`src/hdl/flag_ops_defs.vh`:
```
// constants for the status flag and bit transfer instruction unit
`ifndef FLAG_OPS_DEFS_VH
`define FLAG_OPS_DEFS_VH

// status flag positions
`define FLAG_C            3'h0
`define FLAG_Z            3'h1
`define FLAG_N            3'h2
`define FLAG_V            3'h3
`define FLAG_S            3'h4
`define FLAG_H            3'h5
`define FLAG_T            3'h6
`define FLAG_I            3'h7

// instruction codes; op[4]=1 is a named flag op: op[3:1] flag, op[0] 1=set 0=clear
`define OP_NOP            5'h00
`define OP_COPY_BIT       5'h01
`define OP_LOAD_BIT       5'h02
`define OP_FLAG_SET       5'h03
`define OP_FLAG_CLEAR     5'h04
`define OP_SLEEP          5'h05
`define OP_WDOG_RESTART   5'h06
`define OP_NAMED_BIT      4
`define OP_NAMED_SET_BIT  0
`define OP_CARRY_SET      5'h11
`define OP_CARRY_CLEAR    5'h10
`define OP_ZERO_SET       5'h13
`define OP_ZERO_CLEAR     5'h12
`define OP_NEG_SET        5'h15
`define OP_NEG_CLEAR      5'h14
`define OP_OVF_SET        5'h17
`define OP_OVF_CLEAR      5'h16
`define OP_SIGN_SET       5'h19
`define OP_SIGN_CLEAR     5'h18
`define OP_HALF_SET       5'h1b
`define OP_HALF_CLEAR     5'h1a
`define OP_XFER_SET       5'h1d
`define OP_XFER_CLEAR     5'h1c
`define OP_INTEN_SET      5'h1f
`define OP_INTEN_CLEAR    5'h1e

// register byte offsets
`define REG_FLAGS         4'h0
`define REG_CTRL          4'h4
`define REG_STATUS        4'h8
`define REG_COUNT         4'hc

// control field positions and reset values
`define CTRL_EXEC_EN      0
`define CTRL_SLEEP_EN     1
`define CTRL_RESET        2'h3
`define FLAGS_RESET       8'h00

// status field positions
`define STAT_SLEEPING     0
`define STAT_LAST_OP_LSB  8

// every instruction of this unit finishes in this many cycles
`define OP_CYCLES         1
`endif

```
`src/hdl/bit_select_merge.v`:
```
// picks one bit of a byte and builds the byte with one bit replaced
module bit_select_merge (
  input  wire [7:0] word_in,
  input  wire [2:0] bit_sel,
  input  wire       new_bit,
  output wire       picked_bit,
  output wire [7:0] merged_word
);

  wire [7:0] hit;

  // one position per bit: a decoded select steers both picking and merging
  genvar i;
  generate
    for (i = 0; i < 8; i = i + 1) begin : g_bit
      assign hit[i]         = ({29'd0, bit_sel} == i);
      assign merged_word[i] = hit[i] ? new_bit : word_in[i];
    end
  endgenerate

  // only one hit bit is ever high, so an and-or is a clean mux
  assign picked_bit = |(hit & word_in);

endmodule // bit_select_merge

```
`src/hdl/status_flag_bit_ops.v`:
```
// status flag and bit transfer instruction unit with its register slave
//
// Summary of operation
// - copy_bit_to_flag_op copies source bit b into T, one cycle, other flags kept.
// - load_bit_from_flag_op writes T into destination bit b, one cycle, flags kept.
// - overflow set and clear force V to one or zero, only V, one cycle.
// - sign set and clear force S to one or zero, only S, one cycle.
// - half-carry set and clear force H to one or zero, only H, one cycle.
// - sleep takes one cycle, keeps all flags, and requests sleep mode.
// - watchdog restart takes one cycle, keeps all flags, and pulses the restart.
//
// Decided for this implementation: register access over Avalon-MM and the address map.
`include "flag_ops_defs.vh"

module status_flag_bit_ops (
  input  wire        mclk,
  input  wire        reset,
  input  wire        clk_en,
  // instruction issue from the fetch path
  input  wire        op_valid,
  input  wire [4:0]  op_code,
  input  wire [2:0]  op_bit,
  input  wire [4:0]  op_reg_addr,
  input  wire [7:0]  op_reg_data,
  input  wire        wake,
  // results toward the register file and system
  output reg  [7:0]  status_flags_reg,
  output reg         reg_wr_en,
  output reg  [4:0]  reg_wr_addr,
  output reg  [7:0]  reg_wr_data,
  output reg         sleep_req,
  output reg         wdog_restart,
  output reg         op_done,
  // avalon-mm slave
  input  wire [3:0]  avs_address,
  input  wire        avs_read,
  input  wire        avs_write,
  input  wire [31:0] avs_writedata,
  input  wire [3:0]  avs_byteenable,
  output reg  [31:0] avs_readdata,
  output reg         avs_waitrequest
);

  reg  [1:0]  ctrl_r;
  reg         sleeping_r;
  reg  [4:0]  last_op_r;
  reg  [15:0] op_count_r;

  reg  [7:0]  flags_nxt;
  reg         wr_en_nxt;
  reg  [7:0]  wr_data_nxt;
  reg         sleep_nxt;
  reg         wdog_nxt;
  reg         known_op;
  reg  [31:0] rd_value;

  wire        picked_bit;
  wire [7:0]  merged_word;
  wire        exec_go;
  wire        bus_req;
  wire        bus_wr_commit;
  wire        bus_flags_wr;

  // bit pick for the copy, bit merge for the load
  bit_select_merge u_bit_select_merge (
    .word_in     (op_reg_data),
    .bit_sel     (op_bit),
    .new_bit     (status_flags_reg[`FLAG_T]),
    .picked_bit  (picked_bit),
    .merged_word (merged_word)
  );

  assign exec_go       = op_valid & ctrl_r[`CTRL_EXEC_EN];
  assign bus_req       = avs_read | avs_write;
  // a write lands only at the edge where the master sees waitrequest low
  assign bus_wr_commit = avs_write & ~avs_waitrequest;
  assign bus_flags_wr  = bus_wr_commit & (avs_address == `REG_FLAGS) & avs_byteenable[0];

  // decode: each op touches only its own flag, everything resolves in one cycle
  always @* begin
    flags_nxt   = status_flags_reg;
    wr_en_nxt   = 1'b0;
    wr_data_nxt = reg_wr_data;
    sleep_nxt   = 1'b0;
    wdog_nxt    = 1'b0;
    known_op    = 1'b1;
    // software may rewrite the flags in any cycle but one with a NOP, which keeps the old flags; else a same-cycle instruction's own flag bit wins
    if (bus_flags_wr) begin
      flags_nxt = avs_writedata[7:0];
    end
    if (exec_go) begin
      if (op_code[`OP_NAMED_BIT]) begin
        // named set/clear ops for C, Z, N, V, S, H, T and I
        flags_nxt[op_code[3:1]] = op_code[`OP_NAMED_SET_BIT];
      end else begin
        case (op_code)
          `OP_NOP: begin
            flags_nxt = status_flags_reg;
          end
          `OP_COPY_BIT: begin
            flags_nxt[`FLAG_T] = picked_bit;
          end
          `OP_LOAD_BIT: begin
            wr_en_nxt   = 1'b1;
            wr_data_nxt = merged_word;
          end
          `OP_FLAG_SET: begin
            flags_nxt[op_bit] = 1'b1;
          end
          `OP_FLAG_CLEAR: begin
            flags_nxt[op_bit] = 1'b0;
          end
          `OP_SLEEP: begin
            // flags untouched; the sleep controller decides what sleep means
            sleep_nxt = ctrl_r[`CTRL_SLEEP_EN];
          end
          `OP_WDOG_RESTART: begin
            wdog_nxt = 1'b1;
          end
          default: begin
            known_op = 1'b0;
          end
        endcase
      end
    end
  end

  // instruction results, registered so every output leaves a flop
  always @(posedge mclk) begin
    if (reset) begin
      status_flags_reg <= `FLAGS_RESET;
      reg_wr_en        <= 1'b0;
      reg_wr_addr      <= 5'h00;
      reg_wr_data      <= 8'h00;
      sleep_req        <= 1'b0;
      wdog_restart     <= 1'b0;
      op_done          <= 1'b0;
      last_op_r        <= 5'h00;
      op_count_r       <= 16'h0000;
    end else if (clk_en) begin
      status_flags_reg <= flags_nxt;
      reg_wr_en        <= wr_en_nxt;
      reg_wr_data      <= wr_data_nxt;
      sleep_req        <= sleep_nxt;
      wdog_restart     <= wdog_nxt;
      op_done          <= exec_go & known_op;
      if (exec_go) begin
        reg_wr_addr <= op_reg_addr;
      end
      // counter wraps; software reads deltas, not absolute totals
      if (exec_go & known_op) begin
        last_op_r  <= op_code;
        op_count_r <= op_count_r + 16'h0001;
      end
    end
  end

  // sleep status: the wake event wins over a sleep in the same cycle
  always @(posedge mclk) begin
    if (reset) begin
      sleeping_r <= 1'b0;
    end else if (clk_en) begin
      if (wake) begin
        sleeping_r <= 1'b0;
      end else if (sleep_nxt) begin
        sleeping_r <= 1'b1;
      end
    end
  end

  // read mux; unmapped offsets read as zero
  always @* begin
    rd_value = 32'h0000_0000;
    case (avs_address)
      `REG_FLAGS: begin
        rd_value[7:0] = status_flags_reg;
      end
      `REG_CTRL: begin
        rd_value[1:0] = ctrl_r;
      end
      `REG_STATUS: begin
        rd_value[`STAT_SLEEPING] = sleeping_r;
        rd_value[`STAT_LAST_OP_LSB +: 5] = last_op_r;
      end
      `REG_COUNT: begin
        rd_value[15:0] = op_count_r;
      end
      default: begin
        rd_value = 32'h0000_0000;
      end
    endcase
  end

  // bus slave: one wait cycle, then a single ready cycle per request
  always @(posedge mclk) begin
    if (reset) begin
      avs_waitrequest <= 1'b1;
      avs_readdata    <= 32'h0000_0000;
    end else if (clk_en) begin
      if (bus_req & avs_waitrequest) begin
        avs_waitrequest <= 1'b0;
        avs_readdata    <= avs_read ? rd_value : 32'h0000_0000;
      end else begin
        // back to waiting, so a held request is never answered in two cycles in a row
        avs_waitrequest <= 1'b1;
      end
    end
  end

  // control register; only the low byte lane carries fields
  always @(posedge mclk) begin
    if (reset) begin
      ctrl_r <= `CTRL_RESET;
    end else if (clk_en) begin
      if (bus_wr_commit & (avs_address == `REG_CTRL) & avs_byteenable[0]) begin
        ctrl_r <= avs_writedata[1:0];
      end
    end
  end

endmodule // status_flag_bit_ops

```
`config.mk`:
```
export PLATFORM = sky130hd
export DESIGN_NAME = status_flag_bit_ops
export DESIGN_NICKNAME = d
export VERILOG_FILES = /design/src/hdl/bit_select_merge.v /design/src/hdl/status_flag_bit_ops.v
export VERILOG_INCLUDE_DIRS = /design/src /design/src/hdl
export SDC_FILE = /design/constraint.sdc
export NUM_CORES = 1
export LEC_CHECK = 0
export BUFFER_PORTS_ARGS = -buffer_cell sky130_fd_sc_hd__buf_2
export CORE_MARGIN = 5
export CORE_UTILIZATION = 50
export DETAILED_ROUTE_END_ITERATION = 10
export GPL_ROUTABILITY_DRIVEN = 1
export PLACE_DENSITY_LB_ADDON = 0.25
export SYNTH_ARGS = -nofsm -noshare
export SYNTH_HDL_FRONTEND = slang
export SYNTH_HIERARCHICAL = 1
export SYNTH_SLANG_ARGS = --single-unit
```
`constraint.sdc`:
```
create_clock -name mclk -period 2.9 [get_ports mclk]
set_clock_uncertainty 0.2 [all_clocks]
set_input_delay 0.435 -clock mclk [delete_from_list [all_inputs] [get_ports mclk]]
set_output_delay 0.435 -clock mclk [all_outputs]
set_load 0.005 [all_outputs]
```
# Yosys cells after proc, flatten, opt, wreduce, memory -nomap -nowiden
# Cells that the tools add are included.
totals:
  register_bits: 82
  ramBits: 0
  out_inout_bits: 58
  rom_bits: 0
  input_bits: 68
  mem_count: 0
  latch_bits: 0
  elab_cells: 105
classes:
  order_cmp: 4
  shift: 0
  reduce_logical: 15
  eq_ne: 17
  bitwise_logic: 15
  n_mul: 0
  n_addsub: 1
  muxes: 40
  div: 0
op_table:
  columns: ["op", "n"]
  rows:
  - ["1-bit two-way mux", 25]
  - ["8-bit two-way mux", 3]
  - ["6-bit one-hot mux with 3 select lines", 1]
  - ["16-bit by 1-bit adder with 16-bit output, second input constant", 1]
  - ["8-bit bitwise AND", 2]
  - ["16-bit two-way mux", 1]
  - ["5-bit by 3-bit equality test with 1-bit output, second input constant", 3]
  - ["3-bit equality test, second input constant", 4]
  - ["6-bit one-hot mux with 2 select lines", 1]
  - ["2-bit AND reduction", 6]
  - ["5-bit by 2-bit equality test with 1-bit output, second input constant", 2]
  - ["5-bit one-hot mux with 2 select lines", 1]
  - ["1-bit bitwise AND", 8]
  - ["8-bit bitwise mux", 1]
  - ["4-bit equality test, second input constant", 2]
  - ["3-bit by 4-bit < comparator with 1-bit output, second input constant", 2]
  - ["8-bit inverter", 1]
  - ["8-bit OR", 1]
  - ["1-bit one-hot mux with 4 select lines", 2]
  - ["8-bit OR reduction", 1]
  - ["7-bit OR reduction", 1]
  - ["1-bit demux with 3-bit select", 2]
  - ["3-bit by 2-bit equality test with 1-bit output, second input constant", 2]
  - ["3-bit by 1-bit greater-or-equal comparator with 1-bit output, second input constant", 2]
  - ["14 further kinds", 17]

# Longest topological paths before layout
logic_depth:
  word_depth: 9
  mapped_depth: 7
  mapped_depth_nobuf: 6

# Modules after synthesis
# The synthesis kept the hierarchy.
modules_own_cells:
  columns: ["mod", "seq_area_each_um2", "area_each_um2", "cells_each", "instances"]
  rows:
  - ["status_flag_bit_ops", 1321.3, 3393.3, 401, 1]
  - ["bit_select_merge", 0.0, 227.7, 22, 1]

# Worst setup path before layout
# Ideal clock, no wire load.
synth_path:
  kind: "input to register"
  from: "in op_bit[0]"
  to: "reg status_flags_reg[6]"
  cell_stages: 7
  t_required_ns: 2.578
  path_buffers: 1
  arrival_time_ns: 1.946
  setup_time_ns: 0.122
  slack_ns: 0.632
  cell_sequence: "buf_6 mux4_1 mux2_2 nor4bb_1 a221oi_1 o31a_1 a21oi_1"
synth_between:
  word_cells_on_any_way: 21
  cone_classes: "2 x order compare; 7 x eq/ne; 5 x mux; 4 x bitwise; 3 x reduce/logical"
synth_rtl:
  columns: ["element", "line_no", "source"]
  rows:
  - ["from (decl)", "status_flag_bit_ops.v:22", "input wire [2:0] op_bit,"]
  - ["3-bit by 1-bit equality test with 1-bit output (tied with other cells)", "bit_select_merge.v:16", "assign hit[i] = ({29'd0, bit_sel} == i);"]
  - ["8-bit bitwise AND (*)", "bit_select_merge.v:22", "assign picked_bit = |(hit & word_in);"]
  - ["8-bit OR reduction (*)", "bit_select_merge.v:22", null]
  - ["via picked_bit", "status_flag_bit_ops.v:57", "wire picked_bit;"]
  - ["1-bit one-hot mux with 4 select lines (*)", "status_flag_bit_ops.v:96", "case (op_code)"]
  - ["8-bit two-way mux (*)", "status_flag_bit_ops.v:92", "if (op_code[`OP_NAMED_BIT]) begin"]
  - ["8-bit two-way mux (*)", "status_flag_bit_ops.v:91", "if (exec_go) begin"]
  - ["to (signal assigned)", "status_flag_bit_ops.v:131", "status_flags_reg <= `FLAGS_RESET;"]
  - ["to (signal assigned)", "status_flag_bit_ops.v:141", "status_flags_reg <= flags_nxt;"]
  - ["to (decl)", "status_flag_bit_ops.v:27", "output reg [7:0] status_flags_reg,"]
# Mark *: on every way through the listed nets, which the timed path passes. The rest lies on a longest branch.
# A chain may end at the register's enable or synchronous reset.

# Worst setup path in the final report
layout_path:
  from: "reg avs_waitrequest"
  to: "reg status_flags_reg[3]"
layout_between:
  elab_chain_len: 9
  word_cells_on_any_way: 11
  cone_classes: "5 x mux; 6 x bitwise"
layout_lines:
  columns: ["element", "line_no", "source"]
  rows:
  - ["from (decl)", "status_flag_bit_ops.v:41", "output reg avs_waitrequest"]
  - ["from (signal assigned)", "status_flag_bit_ops.v:197", "avs_waitrequest <= 1'b1;"]
  - ["from (signal assigned)", "status_flag_bit_ops.v:201", "avs_waitrequest <= 1'b0;"]
  - ["from (signal assigned)", "status_flag_bit_ops.v:205", "avs_waitrequest <= 1'b1;"]
  - ["1-bit inverter (*)", "status_flag_bit_ops.v:76", "assign bus_wr_commit = avs_write & ~avs_waitrequest;"]
  - ["1-bit bitwise AND (*)", "status_flag_bit_ops.v:76", null]
  - ["1-bit bitwise AND (*) (2 in series)", "status_flag_bit_ops.v:77", "assign bus_flags_wr = bus_wr_commit & (avs_address == `REG_FLAGS) & avs_byteenable[0];"]
  - ["8-bit two-way mux (*)", "status_flag_bit_ops.v:88", "if (bus_flags_wr) begin"]
  - ["8-bit bitwise AND (no source line) or 8-bit OR (tied branches)", null, null]
  - ["6-bit one-hot mux with 3 select lines", "status_flag_bit_ops.v:96", null]
  - ["8-bit two-way mux", "status_flag_bit_ops.v:92", null]
  - ["8-bit two-way mux (*)", "status_flag_bit_ops.v:91", null]
# Mark *: on every way between the ends. The rest lies on a longest branch, timed or not.

==> results.sh <==
export IMPL_powerDensity_nw_per_um2=465.8
export IMPL_timing_setup_tns_ps=0
export IMPL_routed_wl_um=9964
export IMPL_peakVddDrop_v=0.0002728
export IMPL_drtPass1Iterations=5
export IMPL_antenna_violations_before_repair=0
export IMPL_post_synth_top_area_fraction_pct=36.49
export IMPL_postSynth_asyncResetShare_pct=0
export IMPL_worst_slew_pin_transition_ps=679.9
export IMPL_cts_clk_slew_worst_paths_ps=80
export IMPL_synth_area_top_cells="sky130_fd_sc_hd__dfxtp_1 (36%), sky130_fd_sc_hd__nor2_1 (5.2%), sky130_fd_sc_hd__mux2i_1 (5.0%)"
export IMPL_critical_path_reg2reg_endpoint="status_flags_reg[3]"
export IMPL_ffs_latches_synth=66
export IMPL_worstPathArrival_ps=2240
export IMPL_place_detailed_instances=585
export IMPL_unrepaired_setup_endpoints_after_global_routing="false"
export IMPL_grt_max_degree=36
export IMPL_timing_final_crit_period_ps=2210
export IMPL_report_final_slew_viol_count=0
export IMPL_synth_lib_cells_used_distinct=66
export IMPL_max_clock_freq_mhz=452.6
export IMPL_finalCoreUtilization_pct=59.17
export IMPL_grt_use_total_pct=22.76
export IMPL_synth_xor_xnor_area_share_pct=2.661
export IMPL_post_synth_cell_area_avg_um2=8.560
export IMPL_met3_wirelength_um=675
export IMPL_die_area_um2=9044
export IMPL_power_total_uw=1967
export IMPL_hold_path_endpoint="sleeping_r"
export IMPL_grt_overflow_total=0
export IMPL_cts_tree="built"
export IMPL_synth_cells=423
export IMPL_grt_first_pass_wirelength_um=16060
export IMPL_wire_per_inst_um=16.58
export IMPL_fp_dieH_um=95.10
export IMPL_yosys_warnings=6
export IMPL_layout_nets=566
export IMPL_synthSimpleGateAreaFrac_pct=23.43
export IMPL_reg_largest_list="avs_readdata: 16 flops, op_count_r: 16 flops"
export IMPL_rr_worst_depth=5
export IMPL_ios=126
export IMPL_critPathMaxFanout=9
export IMPL_rows=31
export IMPL_crit_required_ps=2930
export IMPL_leakagePower_uw=0.001680
export IMPL_die_w_um=95.10
export IMPL_yosys_area_share_adder_pct=0.3455
export IMPL_initial_core_utilization_pct=50.74
export IMPL_clock_latency_late_sink_ps=350
export IMPL_criticalPathCategory="flop to flop"
export IMPL_outcome="finished clean"
export IMPL_critPathLaunchType="flop"
export IMPL_number_of_antenna_repair_diodes=0
export IMPL_finalSetupViolCount=0
export IMPL_numClockSinks=66
export IMPL_worst_setup_path_end_kind="flop"
export IMPL_max_slew_margin_rel_pct=54.67
export IMPL_cts_setup_buffers=0
export IMPL_ctsResizeCount=0
export IMPL_viasPerCell=5.777
export IMPL_cts_made_buffers=9
export IMPL_hold_start="wake"
export IMPL_dr_first_iter_drc_count=311
export IMPL_drive_above_1_share_pct=25.50
export IMPL_gpl_final_weighted_congestion=0.8947
export IMPL_classification_of_the_worst_slack_hold_path="primary input to flop"
export IMPL_numPortBuffers=82
export IMPL_synth_top_cell_by_area="sky130_fd_sc_hd__dfxtp_1"
export IMPL_synthesis_area_um2=3621
export IMPL_final_cell_area_um2=4223
export IMPL_crit_share_post_route_pct=76.20
export IMPL_holdBufCountCts=0
export IMPL_met2_length_um=4564
export IMPL_final_instance_count_excl_fill=601
export IMPL_max_cap_violations=0
export IMPL_synth_compound_gate_area_share_pct=19.04
export IMPL_r2r_start="avs_waitrequest"
export IMPL_timing_final_hold_violations=0
export IMPL_cts_path_max_buffers=2
export IMPL_maxUsedRoutingLayer="met4"
export IMPL_syn_to_final_growth_pct=16.62
export IMPL_h_tree_depth=3
export IMPL_main_combinational_cell_family_by_area_after_synthesis="simple AND/OR/NAND/NOR gates"
export IMPL_number_of_flops_mapped_to_enable_cells_by_yosys=0
export IMPL_synth_mux_area_fraction_pct=9.848
export IMPL_first_global_vias=3298
export IMPL_final_fill_count=683
export IMPL_post_detail_place_hpwl_um=7082
export IMPL_postRouteAntennaNets=0
export IMPL_vias=3472
export IMPL_seq_area_frac_synth_pct=36.49
export IMPL_setup_reg_to_reg_worst_slack_ps=690
export IMPL_postPlaceCellArea_um2=4024
export IMPL_synth_top_flop_cell="sky130_fd_sc_hd__dfxtp_1"
export IMPL_cts_root_buf="sky130_fd_sc_hd__clkbuf_8"
export IMPL_whs_path_depth=2
export IMPL_drcViolationCount=0
export IMPL_detail_route_wirelength_met1_um=4463
export IMPL_fp_coreArea_um2=7137
synth_stat cells, types with 4 or more instances:
library cell                n
sky130_fd_sc_hd__mux2_2     9
sky130_fd_sc_hd__o21ai_0   10
sky130_fd_sc_hd__nor3_1    11
sky130_fd_sc_hd__clkbuf_1  12
sky130_fd_sc_hd__buf_2      9
sky130_fd_sc_hd__a211oi_1   4
sky130_fd_sc_hd__dfxtp_1   66
sky130_fd_sc_hd__a22oi_1    5
sky130_fd_sc_hd__a21oi_1   28
sky130_fd_sc_hd__nand2b_1   5
sky130_fd_sc_hd__or3_1      4
sky130_fd_sc_hd__xnor2_1    8
sky130_fd_sc_hd__a222oi_1  11
sky130_fd_sc_hd__nand4_1    6
sky130_fd_sc_hd__buf_4     18
sky130_fd_sc_hd__inv_1     10
sky130_fd_sc_hd__mux2i_1   18
sky130_fd_sc_hd__nor3b_1    6
sky130_fd_sc_hd__nand2_1   41
sky130_fd_sc_hd__nor2_1    50
sky130_fd_sc_hd__nand3b_1   5
sky130_fd_sc_hd__nand3_1   10
sky130_fd_sc_hd__and3_1     6
worst max-delay path by stage:
stage	startpoint	to	slack, ps	cells past startpoint
2_1_floorplan	op_bit[0]	status_flags_reg[6]	630	7
3_3_place_gp	op_bit[0]	status_flags_reg[6]	380	7
3_5_place_dp	op_bit[0]	status_flags_reg[6]	390	7
4_1_cts	avs_waitrequest	status_flags_reg[3]	690	5
5_1_grt	avs_waitrequest	status_flags_reg[3]	530	5
6_report	avs_waitrequest	status_flags_reg[3]	690	5
cell type report:
class / instances / area [um2] / area share (%)
Multi-Input combinational cell: 319 / 2063 / 48.86
Sequential cell: 66 / 1321 / 31.29
Timing Repair Buffer: 91 / 478.0 / 11.32
Clock buffer: 9 / 123.9 / 2.933
Tap cell: 99 / 123.9 / 2.933
Clock inverter: 7 / 75.07 / 1.778
Inverter: 10 / 37.54 / 0.8889
stage by stage:
| stage | hold slack, ps | setup slack, ps |
|---|---|---|
| global placement | 239.6 | 378.6 |
| global route | 101.4 | 534.0 |
| finish | 100.3 | 690.3 |
| CTS | 83.02 | 692.9 |
| floorplan | 235.7 | 632.1 |
| detailed placement | 247.1 | 388.6 |
worst max-delay path: stages (launching register included):
cell                       delay, ps
sky130_fd_sc_hd__dfxtp_1         340
sky130_fd_sc_hd__and3b_1         290
sky130_fd_sc_hd__and3_1          520
sky130_fd_sc_hd__mux2i_1         290
sky130_fd_sc_hd__a221oi_1        100
sky130_fd_sc_hd__o311a_1         350
cell usage in the layout, fill, tap and decap left out, types with 4 or more instances in the layout:
master / count
sky130_fd_sc_hd__nor3_1: 11
sky130_fd_sc_hd__nand3b_1: 5
sky130_fd_sc_hd__conb_1: 16
sky130_fd_sc_hd__or3_1: 4
sky130_fd_sc_hd__inv_1: 10
sky130_fd_sc_hd__nor3b_1: 6
sky130_fd_sc_hd__and3_1: 6
sky130_fd_sc_hd__a211oi_1: 4
sky130_fd_sc_hd__buf_2: 82
sky130_fd_sc_hd__dfxtp_1: 66
sky130_fd_sc_hd__buf_4: 9
sky130_fd_sc_hd__mux2i_1: 18
sky130_fd_sc_hd__clkbuf_8: 9
sky130_fd_sc_hd__nand4_1: 6
sky130_fd_sc_hd__xnor2_1: 8
sky130_fd_sc_hd__a21oi_1: 28
sky130_fd_sc_hd__nand2_1: 41
sky130_fd_sc_hd__mux2_2: 9
sky130_fd_sc_hd__nor2_1: 50
sky130_fd_sc_hd__a222oi_1: 11
sky130_fd_sc_hd__nand3_1: 10
sky130_fd_sc_hd__nand2b_1: 5
sky130_fd_sc_hd__a22oi_1: 5
sky130_fd_sc_hd__o21ai_0: 10
power breakdown:
part	leakage [uW]	internal (uW)	switching [uW]
Sequential	0.000534	922	19.0
Combinational	0.00104	94.6	140
Clock	0.000104	403	388
layer usage:
layer / track usage, % / vias up
li1: - / 1683
met1: 30.53 / 1621
met2: 34.40 / 144
met3: 3.867 / 24
met4: 12.98 / 0
met5: 0 / -
kinds of logic (layout without fill, tap and decap cells):
group | count (synthesis) | count (layout)
AO/OA/AOI/OAI | 94 | 94
XOR/XNOR | 11 | 11
adder cells (fa/ha/maj) | 1 | 1
buffers and inverters | 53 | 117
flip-flops | 66 | 66
multiplexers | 30 | 30
other | 1 | 16
AND/OR/NAND/NOR | 167 | 167
No activity file was read; power rests on OpenSTA's default activity.
